## config.mk

```make
export PLATFORM = sky130hd
export DESIGN_NAME = mbi_exec
export DESIGN_NICKNAME = d
export VERILOG_FILES = /design/src/logic/mbi_phase_div.v /design/src/logic/mbi_addend_alu.v /design/src/logic/mbi_exec.v
export VERILOG_INCLUDE_DIRS = /design/src /design/src/logic
export SDC_FILE = /design/constraint.sdc
export NUM_CORES = 1
export LEC_CHECK = 0
export BUFFER_PORTS_ARGS = -buffer_cell sky130_fd_sc_hd__clkbuf_2
export CORE_ASPECT_RATIO = 0.8
export CORE_MARGIN = 4
export CORE_UTILIZATION = 40
export DETAILED_ROUTE_END_ITERATION = 10
export SETUP_SLACK_MARGIN = 0.2
export SLEW_MARGIN = 20
export SYNTH_ARGS = -nofsm -noshare
export SYNTH_HDL_FRONTEND = slang
export SYNTH_HIERARCHICAL = 1
export SYNTH_SLANG_ARGS = --single-unit
export TNS_END_PERCENT = 30
```

## constraint.sdc

```tcl
create_clock -name aclk -period 9.29 [get_ports aclk]
set_input_delay 1.3935 -clock aclk [delete_from_list [all_inputs] [get_ports aclk]]
set_output_delay 1.3935 -clock aclk [all_outputs]
set_load 0.03 [all_outputs]
```

## src/logic/mbi_map.vh

```
`ifndef MBI_MAP_VH
`define MBI_MAP_VH
// ============================================================
// register byte offsets
`define MBI_OFF_CTRL    8'h00
`define MBI_OFF_INSTR   8'h04
`define MBI_OFF_INDEX   8'h08
`define MBI_OFF_BASE    8'h0C
`define MBI_OFF_PC      8'h10
`define MBI_OFF_STATUS  8'h14
`define MBI_OFF_MDATA   8'h18
`define MBI_OFF_EADDR   8'h1C
// ============================================================
// instruction fields
`define MBI_DISPLACEMENT_FIELD_MSB    4
`define MBI_BSEL_LSB    5
`define MBI_BSEL_MSB    7
`define MBI_IXSEL_BIT   8
`define MBI_IND_BIT     9
`define MBI_OP_LSB      11
`define MBI_OP_MSB      15
`define MBI_DISPLACEMENT_FIELD_LONG   5'h1F
// ============================================================
// operation codes
`define MBI_OP_SET      5'h10
`define MBI_OP_CLR      5'h11
`define MBI_OP_TST      5'h12
`define MBI_OP_INC      5'h13
// ============================================================
// control and status bits
`define MBI_CTRL_START  0
`define MBI_ST_BUSY     0
`define MBI_ST_ZERO     1
`define MBI_ST_PLUS     2
`define MBI_ST_LINK     3
`define MBI_ST_BADOP    4
`define MBI_ST_STATE    8
// ============================================================
// reset values, bus answers, timing
`define MBI_RST_WORD    16'h0000
`define MBI_RESP_OKAY   2'h0
`define MBI_RESP_SLVERR 2'h2
`define MBI_PHASE_DIV   4
`endif

```

## src/logic/mbi_phase_div.v

```verilog
`timescale 1ns/1ps
`include "mbi_map.vh"

module mbi_phase_div #(
  parameter DIV = `MBI_PHASE_DIV
) (
  // clock and reset
  input  wire aclk,
  input  wire aresetn,
  // phase enable
  output wire phase_tick
);
  localparam [7:0] LAST = DIV[7:0] - 8'h01;

  reg [7:0] cnt_reg;
  reg       tick_reg;

  // ============================================================
  // one-cycle enable every DIV clocks
  always @(posedge aclk) begin
    if (!aresetn) begin
      cnt_reg  <= 8'h00;
      tick_reg <= 1'b0;
    end else begin
      tick_reg <= (cnt_reg == LAST);
      if (cnt_reg == LAST)
        cnt_reg <= 8'h00;
      else
        cnt_reg <= cnt_reg + 8'h01;
    end
  end

  assign phase_tick = tick_reg;
endmodule // mbi_phase_div

```

## src/logic/mbi_addend_alu.v

```verilog
`timescale 1ns/1ps

module mbi_addend_alu (
  // operand
  input  wire [15:0] m_word,
  input  wire [2:0]  bit_sel,
  input  wire        byte_lo,
  // addend controls
  input  wire        force_one,
  input  wire        force_zero,
  input  wire        forced_carry_in,
  // results
  output wire [15:0] alu_out,
  output wire        sel_bit,
  output wire        link_out,
  output wire        zero_out,
  output wire        plus_out
);
  wire [3:0]  pos;
  wire [15:0] mask;
  wire [15:0] addend;
  wire [16:0] sum;

  // ============================================================
  // addend bus
  assign pos    = {~byte_lo, bit_sel};
  assign mask   = 16'h0001 << pos;
  assign addend = force_one  ? (m_word | mask) :
                  force_zero ? (m_word & ~mask) : m_word;
  assign sel_bit = |(m_word & mask);

  // ============================================================
  // alu adder with forced carry
  assign sum      = {1'b0, addend} + {16'h0000, forced_carry_in};
  assign alu_out  = sum[15:0];
  assign link_out = sum[16];
  assign zero_out = (sum[15:0] == 16'h0000);
  assign plus_out = ~sum[15];
endmodule // mbi_addend_alu

```

## src/logic/mbi_exec.v

```verilog
`timescale 1ns/1ps
// Contract
// - set bit, even index: force chosen bit of upper byte 8-15 to one
// - set bit, odd index: force chosen bit of lower byte 0-7 to one
// - bit within the byte comes from instruction bits 5, 6 and 7
// - set bit copies the chosen bit's old value into zero first
// - without indexing the upper byte is the operand
// - addend logic forces bit to one; merged word goes back to memory
// - clear bit, even index: clear chosen bit of upper byte 8-15
// - clear bit, odd index: clear chosen bit of lower byte 0-7
// - clear bit copies the chosen bit's old value into zero first
// - clearing passes data over addend bus, only the chosen bit deselected
// - test bit selects like set, sets zero, leaves memory unchanged
// - increment passes data over addend bus with forced carry, result back
// - increment raises flag load so zero, plus and link take alu result
// - increment's first three states form the address as load register does
// - first state, direct and short displacement: add base, go to final state
`include "mbi_map.vh"

module mbi_exec #(
  parameter PHASE_DIV = `MBI_PHASE_DIV
) (
  // clock and reset
  input  wire        aclk,
  input  wire        aresetn,
  // axi4-lite write address
  input  wire [7:0]  s_axi_awaddr,
  input  wire [2:0]  s_axi_awprot,
  input  wire        s_axi_awvalid,
  output wire        s_axi_awready,
  // axi4-lite write data
  input  wire [31:0] s_axi_wdata,
  input  wire [3:0]  s_axi_wstrb,
  input  wire        s_axi_wvalid,
  output wire        s_axi_wready,
  // axi4-lite write response
  output wire [1:0]  s_axi_bresp,
  output wire        s_axi_bvalid,
  input  wire        s_axi_bready,
  // axi4-lite read address
  input  wire [7:0]  s_axi_araddr,
  input  wire [2:0]  s_axi_arprot,
  input  wire        s_axi_arvalid,
  output wire        s_axi_arready,
  // axi4-lite read data
  output wire [31:0] s_axi_rdata,
  output wire [1:0]  s_axi_rresp,
  output wire        s_axi_rvalid,
  input  wire        s_axi_rready,
  // core memory
  output reg  [15:0] mem_addr,
  output reg         mem_rd_en,
  output reg         mem_wr_en,
  output reg  [15:0] mem_wdata,
  input  wire [15:0] mem_rdata,
  input  wire        mem_ready,
  // datapath strobes
  output wire        forced_carry_in,
  output wire        flag_load_strobe,
  output wire        final_state_phase_two
);
  // ============================================================
  // states and phases
  localparam [3:0] S1 = 4'b0001;
  localparam [3:0] S2 = 4'b0010;
  localparam [3:0] S3 = 4'b0100;
  localparam [3:0] S5 = 4'b1000;
  localparam [3:0] D1 = 4'b0001;
  localparam [3:0] D2 = 4'b0010;
  localparam [3:0] D3 = 4'b0100;
  localparam [3:0] D4 = 4'b1000;

  // ============================================================
  // declarations
  reg        aw_held_reg;
  reg [7:0]  aw_addr_reg;
  reg        w_held_reg;
  reg [31:0] w_data_reg;
  reg [3:0]  w_strb_reg;
  reg        bvalid_reg;
  reg [1:0]  bresp_reg;
  reg        rvalid_reg;
  reg [31:0] rdata_reg;
  reg [1:0]  rresp_reg;
  reg [31:0] rd_word;
  reg [15:0] instr_reg;
  reg [15:0] index_reg;
  reg [15:0] base_reg;
  reg [15:0] pc_reg;
  reg [15:0] m_reg;
  reg [15:0] w_reg;
  reg [15:0] l_reg;
  reg [15:0] q_reg;
  reg [15:0] r_reg;
  reg [3:0]  state_reg;
  reg [3:0]  phase_reg;
  reg        run_reg;
  reg        m_got_reg;
  reg        w_done_reg;
  reg        zero_reg;
  reg        plus_reg;
  reg        link_reg;
  reg        badop_reg;
  wire       wr_fire;
  wire       phase_tick;
  wire       is_set;
  wire       is_clr;
  wire       is_tst;
  wire       is_inc;
  wire       op_ok;
  wire       ind;
  wire       long_displacement_field;
  wire [15:0] displacement_field;
  wire [15:0] half_q;
  wire       in_d2_s5;
  wire       writes_back;
  wire       need_rd;
  wire       need_wr;
  wire       adv;
  wire       start_req;
  wire [15:0] alu_out;
  wire       sel_bit;
  wire       alu_link;
  wire       alu_zero;
  wire       alu_plus;

  // ============================================================
  // decode helpers
  function reg_known;
    input [7:0] addr;
    begin
      reg_known = (addr[1:0] == 2'h0) && (addr <= `MBI_OFF_EADDR);
    end
  endfunction

  function [15:0] merge16;
    input [15:0] old_val;
    input [31:0] data;
    input [3:0]  strb;
    begin
      merge16 = {strb[1] ? data[15:8] : old_val[15:8],
                 strb[0] ? data[7:0] : old_val[7:0]};
    end
  endfunction

  function op_is;
    input [15:0] word;
    input [4:0]  code;
    begin
      op_is = (word[`MBI_OP_MSB:`MBI_OP_LSB] == code);
    end
  endfunction

  // ============================================================
  // axi4-lite write channel
  assign s_axi_awready = !aw_held_reg && !bvalid_reg;
  assign s_axi_wready  = !w_held_reg && !bvalid_reg;
  assign s_axi_bvalid  = bvalid_reg;
  assign s_axi_bresp   = bresp_reg;
  assign wr_fire       = aw_held_reg && w_held_reg && !bvalid_reg;

  always @(posedge aclk) begin
    if (!aresetn) begin
      aw_held_reg <= 1'b0;
      aw_addr_reg <= 8'h00;
      w_held_reg  <= 1'b0;
      w_data_reg  <= 32'h00000000;
      w_strb_reg  <= 4'h0;
      bvalid_reg  <= 1'b0;
      bresp_reg   <= `MBI_RESP_OKAY;
    end else begin
      if (s_axi_awvalid && s_axi_awready) begin
        aw_held_reg <= 1'b1;
        aw_addr_reg <= s_axi_awaddr;
      end
      if (s_axi_wvalid && s_axi_wready) begin
        w_held_reg <= 1'b1;
        w_data_reg <= s_axi_wdata;
        w_strb_reg <= s_axi_wstrb;
      end
      if (wr_fire) begin
        aw_held_reg <= 1'b0;
        w_held_reg  <= 1'b0;
        bvalid_reg  <= 1'b1;
        bresp_reg   <= reg_known(aw_addr_reg) ? `MBI_RESP_OKAY : `MBI_RESP_SLVERR;
      end else if (bvalid_reg && s_axi_bready) begin
        bvalid_reg <= 1'b0;
      end
    end
  end

  // operand registers are frozen while an instruction runs
  always @(posedge aclk) begin
    if (!aresetn) begin
      instr_reg <= `MBI_RST_WORD;
      index_reg <= `MBI_RST_WORD;
      base_reg  <= `MBI_RST_WORD;
    end else if (wr_fire && !run_reg) begin
      case (aw_addr_reg)
        `MBI_OFF_INSTR: instr_reg <= merge16(instr_reg, w_data_reg, w_strb_reg);
        `MBI_OFF_INDEX: index_reg <= merge16(index_reg, w_data_reg, w_strb_reg);
        `MBI_OFF_BASE:  base_reg  <= merge16(base_reg, w_data_reg, w_strb_reg);
        default:        instr_reg <= instr_reg;
      endcase
    end
  end

  // ============================================================
  // axi4-lite read channel
  assign s_axi_arready = !rvalid_reg;
  assign s_axi_rvalid  = rvalid_reg;
  assign s_axi_rdata   = rdata_reg;
  assign s_axi_rresp   = rresp_reg;

  always @* begin
    case (s_axi_araddr)
      `MBI_OFF_INSTR:  rd_word = {16'h0000, instr_reg};
      `MBI_OFF_INDEX:  rd_word = {16'h0000, index_reg};
      `MBI_OFF_BASE:   rd_word = {16'h0000, base_reg};
      `MBI_OFF_PC:     rd_word = {16'h0000, pc_reg};
      `MBI_OFF_STATUS: rd_word = {20'h00000, state_reg, 3'h0, badop_reg,
                                  link_reg, plus_reg, zero_reg, run_reg};
      `MBI_OFF_MDATA:  rd_word = {16'h0000, m_reg};
      `MBI_OFF_EADDR:  rd_word = {16'h0000, l_reg};
      default:         rd_word = 32'h00000000;
    endcase
  end

  always @(posedge aclk) begin
    if (!aresetn) begin
      rvalid_reg <= 1'b0;
      rdata_reg  <= 32'h00000000;
      rresp_reg  <= `MBI_RESP_OKAY;
    end else if (s_axi_arvalid && s_axi_arready) begin
      rvalid_reg <= 1'b1;
      rdata_reg  <= rd_word;
      rresp_reg  <= reg_known(s_axi_araddr) ? `MBI_RESP_OKAY : `MBI_RESP_SLVERR;
    end else if (rvalid_reg && s_axi_rready) begin
      rvalid_reg <= 1'b0;
    end
  end

  // ============================================================
  // instruction decode
  assign is_set    = op_is(instr_reg, `MBI_OP_SET);
  assign is_clr    = op_is(instr_reg, `MBI_OP_CLR);
  assign is_tst    = op_is(instr_reg, `MBI_OP_TST);
  assign is_inc    = op_is(instr_reg, `MBI_OP_INC);
  assign op_ok     = is_set || is_clr || is_tst || is_inc;
  assign ind       = instr_reg[`MBI_IND_BIT];
  assign displacement_field      = {11'h000, instr_reg[`MBI_DISPLACEMENT_FIELD_MSB:0]};
  assign long_displacement_field = (instr_reg[`MBI_DISPLACEMENT_FIELD_MSB:0] == `MBI_DISPLACEMENT_FIELD_LONG);
  assign half_q    = {1'b0, q_reg[15:1]};
  assign start_req = wr_fire && (aw_addr_reg == `MBI_OFF_CTRL) && w_strb_reg[0] &&
                     w_data_reg[`MBI_CTRL_START] && !run_reg;

  // ============================================================
  // phase timing and memory stalls
  mbi_phase_div #(
    .DIV (PHASE_DIV)
  ) u_phase (
    .aclk       (aclk),
    .aresetn    (aresetn),
    .phase_tick (phase_tick)
  );

  assign in_d2_s5    = run_reg && (state_reg == S5) && (phase_reg == D2);
  assign writes_back = is_set || is_clr || is_inc;
  assign need_rd     = run_reg && (state_reg != S1) && (phase_reg == D1) && !m_got_reg;
  assign need_wr     = run_reg && (state_reg == S5) && (phase_reg == D4) &&
                       writes_back && !w_done_reg;
  assign adv         = phase_tick && run_reg && !need_rd && !need_wr &&
                       !mem_rd_en && !mem_wr_en;

  assign forced_carry_in       = in_d2_s5 && is_inc;
  assign flag_load_strobe      = in_d2_s5 && is_inc;
  assign final_state_phase_two = in_d2_s5;

  // ============================================================
  // addend bus and alu
  mbi_addend_alu u_alu (
    .m_word          (m_reg),
    .bit_sel         (instr_reg[`MBI_BSEL_MSB:`MBI_BSEL_LSB]),
    .byte_lo         (q_reg[0]),
    .force_one       (is_set),
    .force_zero      (is_clr),
    .forced_carry_in (forced_carry_in),
    .alu_out         (alu_out),
    .sel_bit         (sel_bit),
    .link_out        (alu_link),
    .zero_out        (alu_zero),
    .plus_out        (alu_plus)
  );

  // ============================================================
  // state sequencer
  always @(posedge aclk) begin
    if (!aresetn) begin
      state_reg  <= S1;
      phase_reg  <= D1;
      run_reg    <= 1'b0;
      m_got_reg  <= 1'b0;
      w_done_reg <= 1'b0;
      pc_reg     <= `MBI_RST_WORD;
      m_reg      <= `MBI_RST_WORD;
      w_reg      <= `MBI_RST_WORD;
      l_reg      <= `MBI_RST_WORD;
      q_reg      <= `MBI_RST_WORD;
      r_reg      <= `MBI_RST_WORD;
      zero_reg   <= 1'b0;
      plus_reg   <= 1'b0;
      link_reg   <= 1'b0;
      badop_reg  <= 1'b0;
      mem_addr   <= `MBI_RST_WORD;
      mem_rd_en  <= 1'b0;
      mem_wr_en  <= 1'b0;
      mem_wdata  <= `MBI_RST_WORD;
    end else begin
      if (wr_fire && !run_reg && (aw_addr_reg == `MBI_OFF_PC))
        pc_reg <= merge16(pc_reg, w_data_reg, w_strb_reg);
      if (start_req) begin
        run_reg   <= op_ok;
        badop_reg <= !op_ok;
      end
      // memory read and write handshakes
      if (mem_rd_en && mem_ready) begin
        mem_rd_en <= 1'b0;
        m_reg     <= mem_rdata;
        m_got_reg <= 1'b1;
      end else if (need_rd && !mem_rd_en) begin
        mem_rd_en <= 1'b1;
        mem_addr  <= l_reg;
      end
      if (mem_wr_en && mem_ready) begin
        mem_wr_en  <= 1'b0;
        w_done_reg <= 1'b1;
      end else if (need_wr && !mem_wr_en) begin
        mem_wr_en <= 1'b1;
        mem_addr  <= l_reg;
        mem_wdata <= m_reg;
      end
      if (adv) begin
        case (phase_reg)
          D1:      phase_reg <= D2;
          D2:      phase_reg <= D3;
          D3:      phase_reg <= D4;
          D4:      phase_reg <= D1;
          default: phase_reg <= D1;
        endcase
        if (phase_reg == D4) begin
          m_got_reg  <= 1'b0;
          w_done_reg <= 1'b0;
        end
        case (state_reg)
          // address forming shared with load register
          S1: begin
            if (phase_reg == D2) begin
              pc_reg <= pc_reg + 16'h0001;
              q_reg  <= instr_reg[`MBI_IXSEL_BIT] ? index_reg : 16'h0000;
              r_reg  <= base_reg;
            end
            if (phase_reg == D3)
              w_reg <= ind ? displacement_field : displacement_field + half_q;
            if (phase_reg == D4) begin
              if (long_displacement_field) begin
                w_reg     <= pc_reg;
                l_reg     <= pc_reg;
                state_reg <= S2;
              end else begin
                w_reg     <= w_reg + r_reg;
                l_reg     <= w_reg + r_reg;
                state_reg <= ind ? S3 : S5;
              end
            end
          end
          S2: begin
            if (phase_reg == D2)
              pc_reg <= pc_reg + 16'h0001;
            if (phase_reg == D3)
              w_reg <= ind ? m_reg : m_reg + half_q;
            if (phase_reg == D4) begin
              w_reg     <= w_reg + r_reg;
              l_reg     <= w_reg + r_reg;
              state_reg <= ind ? S3 : S5;
            end
          end
          S3: begin
            if (phase_reg == D3)
              w_reg <= m_reg + half_q;
            if (phase_reg == D4) begin
              l_reg     <= w_reg;
              state_reg <= S5;
            end
          end
          S5: begin
            if (phase_reg == D2) begin
              if (is_inc) begin
                m_reg    <= alu_out;
                zero_reg <= alu_zero;
                plus_reg <= alu_plus;
                link_reg <= alu_link;
              end else begin
                zero_reg <= sel_bit;
                if (!is_tst)
                  m_reg <= alu_out;
              end
            end
            if (phase_reg == D4) begin
              l_reg     <= pc_reg;
              state_reg <= S1;
              run_reg   <= 1'b0;
            end
          end
          default: state_reg <= S1;
        endcase
      end
    end
  end
endmodule // mbi_exec

```

==> results.ini, run 1 <==
[outcome]
status = finished, final reports clean

[global_routing]
grt_max_degree = 97
antenna_found_initial = 1
gr-usage-all-layers_pct = 24.75
grt_remaining_overflow = 0
grt_pass1_vias = 13119
grt_pass1_wl_microns = 80090

[timing]
fin_hold_ws_ns = 0.4474
rsz0062_at_grt = false
clock.fmax_ghz = 0.2095
tightest_slew_ns = 1.168
clock_skew_ns = 0.02706
finalSetupViolCount = 0
layout_worst_path_cycle_share_pct = 51.38
hold_violations = 0
slew_violations = 0
tns_ns = 0
slew_headroom_pct = 21.86
min_period_ns = 4.773

[clocking]
cts.repair.resized = 0
postCtsSetupBuffers = 0
cts_made_buffers = 28
cts_buffer_depth = 3
clock_sinks = 250
worstSkewPairLatency_ns = 0.58
holdBufCountCts = 0
htreeDepth = 1
cts_tree = built
clockRootBuffer = clkbuf_16
cts.clk_slew.worst_paths_ns = 0.06

[drt]
ant_nets = 0
via_per_inst = 6.020
vias = 14545
routedWlPerCell_microns = 21.56
drc = 0
firstDrtPassIters = 6
postRouteWirelength_microns = 52080
dr.first_iter.drc_count = 1735

[die]
num_rows = 62
io_pins = 160
start_util_pct = 40.92
dieArea_sq_um = 40220
core_area_sq_um = 36230
die_x_microns = 223.2
die_h_microns = 180.2

[synth]
syn_area_sq_um = 14820
ys_seq_area_share_pct = 33.76
async_flop_share_pct = 0
syn_inst = 1854
synth-edff-count = 0
synth_warnings = 6
ys.flop_type = dfxtp_1
ys_ff_latch = 250
syn_avg_cell_area_sq_um = 7.995
ys_types = 98

[cells_and_area]
fin_area_sq_um = 16650
layout.nets = 2040
final_cell_mix = 270 x nand2_1, 250 x dfxtp_1, 207 x nor2_1
drive_gt1_share_pct = 13.64
layout_commonest_cell = nand2_1
syn_to_final_growth_pct = 12.35
diodes = 0

[critical_path]
crit_arrival_ns = 5.23
cp_max_fo = 12
slowest_delay_ns = 0.81
path_class = register to register
cp_slowest_cell = or4b_2
crit_family = simple AND/OR/NAND/NOR gates
timing.critical_path.mode_cell = ha_1
required_ns = 9.75
cp-start-kind = register
cp-startpoint = state_reg[3]$_SDFFE_PN0P_
timing.rr.start = state_reg[3]$_SDFFE_PN0P_
crit_buf_inv = 0
crit_chain = or4b_2 -> nor4_1 -> ha_1 -> ha_1 -> o221ai_1 -> nor4b_4 -> nand4_1 -> a222oi_1 -> and4_1 -> mux2i_1 -> a311oi_1
cp-end-kind = register

[hold_path]
worstHoldPathType = register to register
hold_path_startpoint = mem_addr[14]$_SDFF_PN0_

[pwr]
power_leakage_nw = 6.266
ir_drop_mv = 0.1259
p_per_area_nw_per_um2 = 139.1

[job]
drv_cap = 0

[place]
dp_hpwl_microns = 38100
gp_congestion = 0.9524
io_buffers = 117
place_area_sq_um = 15740

[cells in the mapped netlist, drive strengths merged, types with 18 or more instances]
master | count | area share (%)
a211oi | 26 | 1.3
a21oi | 188 | 6.3
a22oi | 38 | 1.9
a311oi | 18 | 1.1
buf | 41 | 1.8
clkbuf | 93 | 2.4
dfxtp | 250 | 34
ha | 40 | 3.4
inv | 24 | 0.61
mux2i | 78 | 5.3
nand2 | 270 | 6.8
nand3 | 65 | 2.2
nor2 | 210 | 5.4
nor3 | 24 | 0.92
o211ai | 25 | 1.4
o21ai | 103 | 3.5
xnor2 | 26 | 1.5
xor2 | 26 | 1.5
[routing by layer]
layer / routed length [microns] / GRT usage [%]
met5: 0 / 0
met4: 829 / 4.387
met3: 4916 / 3.795
met2: 21830 / 36.10
met1: 24500 / 38.77
[final timing paths]
path,depth (start not counted),slack [ns],end
max,11,4.52,zero_reg$_SDFFE_PN0P_
min reg2reg,2,0.45,mem_addr[14]$_SDFF_PN0_
min,2,0.45,mem_addr[14]$_SDFF_PN0_
max reg2reg,11,4.52,zero_reg$_SDFFE_PN0P_
[metrics by stage]
stage	cells	utilization (%)	setup WS, ns	power, mW
after global placement	2365	43.44	4.697	1.217
after floorplan	1871	-	4.736	1.191
final	2416	45.97	4.517	2.316
after global routing	2416	45.97	4.315	2.387
after detailed placement	2365	43.44	4.634	1.219
after CTS	2416	45.97	4.606	2.331
[logic make-up (layout without fill, tap and decap cells)]
family / count (synthesis) / after routing / synth area share [%]
and+or+nand+nor: 710 / 710 / 22.46
AOI/OAI and AO/OA: 534 / 534 / 23.54
DFF: 250 / 250 / 33.76
buffers and inverters: 159 / 224 / 4.820
muxes: 105 / 105 / 8.534
xor gates and xnor gates: 52 / 52 / 3.073
adders and majority gates: 43 / 43 / 3.782
other: 1 / 18 / 0.02530
[power by group]
group,total (mW),internal [mW],switching (mW),leakage [nW]
combinational,0.0978,0.0277,0.0701,3.80
sequential,1.10,1.08,0.0140,2.02
clock,1.12,0.652,0.469,0.447
total,2.32,1.76,0.553,6.27
[final cells by class]
cell class | count | area (sq um)
Clock inverter | 9 | 112.6
Timing Repair Buffer | 148 | 818.3
Multi-Input combinational cell | 1462 | 9215
Inverter | 25 | 98.84
Sequential cell | 250 | 5005
Clock buffer | 42 | 803.3
Tap cell | 480 | 600.6
Fill cell | 3567 | 19570
[worst reg2reg max path: stages (launching register included)]
cell and delay (ns):
dfxtp_1 0.63, or4b_2 0.82, nor4_1 0.67, ha_1 0.34
ha_1 0.31, o221ai_1 0.26, nor4b_4 0.34, nand4_1 0.16
a222oi_1 0.45, and4_1 0.34, mux2i_1 0.10, a311oi_1 0.27
Note: power is estimated with default switching activity, not from simulation.
==> run 2: changes to the inputs <==
ABC_AREA = 1   (was unset)
clock period = 4.9 ns   (was 9.29 ns; I/O delays follow)
==> results.ini, run 2 <==
[synth]
syn_avg_cell_area_sq_um = 6.397  ; -20%
syn_inst = 2416  ; +30%
synth_warnings = 6  ; unchanged
yosysMostFrequentCell = nand2_1
ys_seq_area_share_pct = 32.38  ; -1.4 points
synth_common_cells = 560 x nand2_1, 319 x nor2_1, 250 x dfxtp_1, 237 x inv_1, 229 x o21ai_0
async_flop_share_pct = 0  ; unchanged
ys_ff_latch = 250  ; unchanged
yosysTopAreaCell = dfxtp_1
ys.flop_type = dfxtp_1
syn_area_sq_um = 15450  ; +4.3%
synth_top_area_share_pct = 32.38  ; -1.4 points
synth-edff-count = 0  ; unchanged
ys_types = 58  ; -41%
synthTopCellsByArea = dfxtp_1 32%, nand2_1 14%, nor2_1 7.7%, o21ai_0 7.4%, a21oi_1 5.9%

[critical_path]
cp-start-kind = register
required_ns = 5.41  ; -4.34 ns
cp_max_fo = 4  ; -8
cp-end-kind = register
r2r_slack_ns = 1.39  ; -3.13 ns
path_class = register to register
crit_arrival_ns = 4.03  ; -1.20 ns

[timing]
tns_ns = 0  ; unchanged
rsz0062_at_grt = false
slew_violations = 0  ; unchanged
clock_skew_ns = 0.01634  ; -0.01071 ns
clock.fmax_ghz = 0.2847  ; +36%
min_period_ns = 3.513  ; -1.260 ns
layout_worst_path_cycle_share_pct = 71.69  ; +20 points
slew_headroom_pct = 36.27  ; +14 points
tightest_slew_ns = 0.9524  ; -0.2153 ns
hold_violations = 0  ; unchanged
finalSetupViolCount = 0  ; unchanged

[hold_path]
worstHoldPathType = input port to register

[global_routing]
grt_remaining_overflow = 0  ; unchanged
grt_pass1_wl_microns = 87710  ; +9.5%
grt_max_degree = 85  ; -12%
gr-usage-all-layers_pct = 26.35  ; +1.6 points
grt_pass1_vias = 14706  ; +12%
antenna_found_initial = 0  ; -1

[place]
io_buffers = 117  ; unchanged
gp_congestion = 0.9825  ; +3.2%
dp.cells = 2951  ; +25%
dp_hpwl_microns = 43640  ; +15%

[clocking]
cts_tree = built
worstSkewPairLatency_ns = 0.58  ; about the same
clockRootBuffer = clkbuf_16
holdBufCountCts = 0  ; unchanged
cts_buffer_depth = 3  ; unchanged
clock_sinks = 250  ; unchanged
cts_made_buffers = 30  ; +7.1%
htreeDepth = 1  ; unchanged
cts.repair.resized = 0  ; unchanged
cts.clk_slew.worst_paths_ns = 0.06  ; about the same
postCtsSetupBuffers = 0  ; unchanged

[pwr]
p_int_mw = 3.470  ; +97%
power_leakage_nw = 8.062  ; +29%
swShare_pct = 23.75  ; -0.14 points
total_power_mw = 4.551  ; +97%
p_per_area_nw_per_um2 = 262.7  ; +89%
comb_power_share_pct = 4.4  ; +0.2 points
p_clk_share_pct = 49.7  ; +1.3 points
ir_drop_mv = 0.2625  ; +110%
pwr-share-seq_pct = 45.9  ; -1.5 points
p_switching_mw = 1.081  ; +95%

[cells_and_area]
layout_commonest_cell = nand2_1
multiInputGateArea_sq_um = 8975  ; -2.6%
diodes = 0  ; unchanged
layout.nets = 2613  ; +28%
fillers = 3991  ; +12%
syn_to_final_growth_pct = 12.07
drive_gt1_share_pct = 11.51  ; -2.1 points
fin_cells = 3005  ; +24%
utilization_pct = 45.35  ; -0.62 points
final_cell_mix = 560 x nand2_1, 318 x nor2_1, 250 x dfxtp_1
regArea_sq_um = 5005  ; unchanged

[die]
die_x_microns = 227.8  ; +2.0%
start_util_pct = 40.46  ; -0.46 points
io_pins = 160  ; unchanged
dieArea_sq_um = 41870  ; +4.1%
num_rows = 64  ; +3.2%
die_h_microns = 183.8  ; +2.0%
core_area_sq_um = 38200  ; +5.4%

[drt]
dr.first_iter.drc_count = 1809  ; +4.3%
vias = 16455  ; +13%
postRouteWirelength_microns = 57590  ; +11%
drc = 0  ; unchanged
firstDrtPassIters = 7  ; +1
via_per_inst = 5.476  ; -9.0%
ant_nets = 0  ; unchanged
routedWlPerCell_microns = 19.16  ; -11%

[job]
drv_cap = 0  ; unchanged

[outcome]
status = finished, final reports clean

==> run 2: cell type report <==
type | instances | area share, %
inverters | 256 | 5.548
well taps | 495 | 3.576
clock inverters | 12 | 0.8885
multi-input cells | 1810 | 51.82
flip-flops and latches | 250 | 28.90
clock buffers | 42 | 4.883
repair buffers | 140 | 4.392
==> run 2: cell families (layout without fill, tap and decap cells) <==
group | count (synthesis) | after routing | share of synthesized area, %
adder cells (fa/ha/maj) | 43 | 43 | 3.627
flip-flops | 250 | 250 | 32.38
AND/OR/NAND/NOR | 1214 | 1214 | 34.40
buffers and inverters | 373 | 450 | 10.05
AO/OA/AOI/OAI | 509 | 509 | 18.04
XOR/XNOR | 26 | 26 | 1.473
other | 1 | 18 | 0.02426
==> run 2: path summary, 6_finish.rpt <==
check | startpoint | end | depth (start not counted)
max | instr_reg[11]$_SDFFE_PN0P_ | zero_reg$_SDFFE_PN0P_ | 19
min | s_axi_wdata[5] | w_data_reg[5]$_SDFFE_PN0P_ | 3
max reg2reg | instr_reg[11]$_SDFFE_PN0P_ | zero_reg$_SDFFE_PN0P_ | 19
min reg2reg | phase_reg[2]$_SDFFE_PN0P_ | phase_reg[2]$_SDFFE_PN0P_ | 2
==> run 2: routing by layer <==
metal / vias to the layer above / track usage, % / part of all wire (%)
met2: 739 / 38.53 / 41
met3: 87 / 4.755 / 9.3
li1: 8043 / - / -
met5: - / 0 / 0
met4: 0 / 7.958 / 3.2
met1: 7586 / 39.41 / 47
==> run 2: power groups by stage <==
| stage | Clock [mW] | Combinational, mW | Sequential [mW] |
|---|---|---|---|
| after CTS | 2.30 | 0.200 | 2.09 |
| final | 2.26 | 0.201 | 2.09 |
| after global placement | 0 | 0.198 | 2.13 |
| after global routing | 2.38 | 0.222 | 2.09 |
| after detailed placement | 0 | 0.200 | 2.13 |
| after floorplan | 0 | 0.143 | 2.13 |
==> run 2: per-stage QoR <==
step | worst slack (ns) | hold WS, ns | area (sq um)
final | 1.387 | 0.4212 | 17320
after global routing | 1.068 | 0.4341 | 17320
after CTS | 1.400 | 0.4098 | 17320
after detailed placement | 1.410 | 0.4586 | 16320
after global placement | 1.379 | 0.4507 | 16320
after floorplan | 1.418 | 0.4297 | 15520
==> run 2: critical path: stages (launching register included) <==
cell and delay [ns]:
dfxtp_1 0.36, inv_1 0.11, nor4_2 0.63, inv_1 0.24, o21ai_0 0.19, o21ai_0 0.12
ha_1 0.23, ha_1 0.30, or2_2 0.30, nor2_1 0.10, nand2_1 0.06, nor2_1 0.11
nand3_1 0.08, nor2_1 0.09, nand2_1 0.07, nor2_2 0.16, nand2_1 0.07, nand2_1 0.06
o21ai_0 0.08, nor2_1 0.11
==> run 3: changes to the inputs <==
clock period = 2.95 ns   (was 4.9 ns; I/O delays follow)
==> results.ini, run 3 (same netlist as run 2, synthesis figures left out) <==
[pwr]
p_per_area_nw_per_um2 = 414.8  ; +58%
ir_drop_mv = 0.4222  ; +61%
power_leakage_nw = 8.323  ; +3.2%

[timing]
hold_violations = 0  ; unchanged
finalSetupViolCount = 0  ; unchanged
tightest_slew_ns = 0.8359  ; -0.1165 ns
clock_skew_ns = 0.02635  ; +0.01000 ns
clock.fmax_ghz = 0.3544  ; +24%
rsz0062_at_grt = true
min_period_ns = 2.822  ; -0.6907 ns
layout_worst_path_cycle_share_pct = 95.66  ; +24 points
slew_headroom_pct = 44.07  ; +7.8 points
fin_hold_ws_ns = 0.1076  ; -0.3136 ns
slew_violations = 0  ; unchanged

[drt]
drc = 0  ; unchanged
via_per_inst = 5.470  ; -0.11%
firstDrtPassIters = 7  ; unchanged
routedWlPerCell_microns = 20.09  ; +4.8%
postRouteWirelength_microns = 61250  ; +6.4%
vias = 16678  ; +1.4%
ant_nets = 0  ; unchanged
dr.first_iter.drc_count = 1818  ; +0.50%

[critical_path]
crit_arrival_ns = 3.32  ; -0.71 ns
cp-end-kind = register
crit_chain = inv_2 -> nand2_4 -> nor4_4 -> buf_4 -> buf_6 -> buf_4 -> nand4_1 -> nand2_1 -> nand2_4 -> nand3_2 -> inv_2 -> nand2_1 -> nand2_1 -> nand2_1 -> nand2_1 -> nor2_1 -> nand3_1 -> nor2_2 -> nand2_1 -> nand2_1 -> o21ai_1 -> nor2_1
crit_buf_inv = 5  ; +3
crit_family = simple AND/OR/NAND/NOR gates
required_ns = 3.45  ; -1.96 ns
cp_max_fo = 11  ; +7
cp-start-kind = register
cp_slowest_cell = nor4_4
path_class = register to register
slowest_delay_ns = 0.35  ; -0.28 ns
timing.critical_path.mode_cell = nand2_1

[die]
die_h_microns = 183.8  ; unchanged
num_rows = 64  ; unchanged
die_x_microns = 227.8  ; unchanged
dieArea_sq_um = 41870  ; unchanged
io_pins = 160  ; unchanged
start_util_pct = 40.46  ; unchanged
core_area_sq_um = 38200  ; unchanged

[cells_and_area]
layout.nets = 2660  ; +1.8%
drive_gt1_share_pct = 13.86  ; +2.3 points
fin_cells = 3049  ; +1.5%
syn_to_final_growth_pct = 14.99
fin_area_sq_um = 17770  ; +2.6%
final_cell_mix = 558 x nand2_1, 317 x nor2_1, 248 x dfxtp_1
layout_commonest_cell = nand2_1
utilization_pct = 46.52  ; +1.2 points
diodes = 0  ; unchanged

[place]
gp_congestion = 0.9532  ; -3.0%
dp_hpwl_microns = 47190  ; +8.1%
dp.cells = 2994  ; +1.5%
place_area_sq_um = 16780  ; +2.8%
io_buffers = 117  ; unchanged

[clocking]
cts_made_buffers = 28  ; -6.7%
htreeDepth = 1  ; unchanged
worstSkewPairLatency_ns = 0.59  ; about the same
cts_tree = built
clockRootBuffer = clkbuf_16
cts.clk_slew.worst_paths_ns = 0.07  ; about the same
cts_buffer_depth = 3  ; unchanged
clock_sinks = 250  ; unchanged

[global_routing]
antenna_found_initial = 2  ; +2
gr-usage-all-layers_pct = 28.15  ; +1.8 points
grt_pass1_wl_microns = 92070  ; +5.0%
grt_remaining_overflow = 0  ; unchanged
grt_max_degree = 150  ; +76%
grt_pass1_vias = 15210  ; +3.4%

[outcome]
status = finished, final reports clean

[hold_path]
worstHoldPathType = input port to register

[job]
drv_cap = 0  ; unchanged

## run 3: cell types whose count changed in the layout (fill, tap and decap cells not counted), moves of 3 or more
cell and change:
buf_12 +5, buf_4 +43, clkbuf_1 -5, clkinv_2 +4
inv_1 -4, inv_2 +3, o21ai_0 -4
## run 3: final timing paths
| path | start | to | slack [ns] | cells after the start |
|---|---|---|---|---|
| setup / recovery | instr_reg[14]$_SDFFE_PN0P_ | zero_reg$_SDFFE_PN0P_ | 0.13 | 22 |
| setup reg to reg | instr_reg[14]$_SDFFE_PN0P_ | zero_reg$_SDFFE_PN0P_ | 0.13 | 22 |
| hold reg to reg | aw_addr_reg[5]$_SDFFE_PN0P_ | aw_addr_reg[5]$_SDFFE_PN0P_ | 0.46 | 2 |
| hold / removal | s_axi_wdata[4] | w_data_reg[4]$_SDFFE_PN0P_ | 0.11 | 3 |
## run 3: cell type report
| class | instances | area (sq um) |
|---|---|---|
| fill | 3985 | 20430 |
| multi-input combinational | 1810 | 9069 |
| sequential | 250 | 5007 |
| timing repair buffer | 189 | 1195 |
| inverter | 256 | 963.4 |
| clock buffer | 33 | 749.5 |
| tap | 495 | 619.3 |
| clock inverter | 16 | 167.7 |
## run 3: what timing repair did
item | CTS | global route
hold buffers | 0 | 0
endpoints found under the setup margin | 1 | 2
pin swaps | 16 | 0
setup buffers | 6 | 0
resized for setup | 13 | 2
## run 3: power by group
| group | switching [mW] | internal, mW |
|---|---|---|
| sequential | 0.0493 | 3.42 |
| clock | 1.56 | 2.00 |
| combinational | 0.251 | 0.0944 |
## run 3: per-layer routing
metal	routed length [microns]	track usage, %	share of wire, %	up-vias
met5	41	0	0.067	-
met4	1850	7.713	3.0	6
met3	5680	5.050	9.3	102
met2	25050	41.78	41	756
met1	28620	41.94	47	7697
li1	-	-	-	8117
## run 3: tightest hold or removal path, stage by stage
cell      delay, ns
clkbuf_2       0.07
o21ai_0        0.07
nor2_1         0.08
## run 3: per-stage QoR
stage	setup slack [ns]	power, mW	TNS, ns
floorplan	0.2018	3.769	0
global placement	0.1091	3.881	0
detailed placement	0.07457	3.889	0
CTS	0.1804	7.408	0
global route	-0.1061	7.598	-0.1061
finish	0.1280	7.371	0
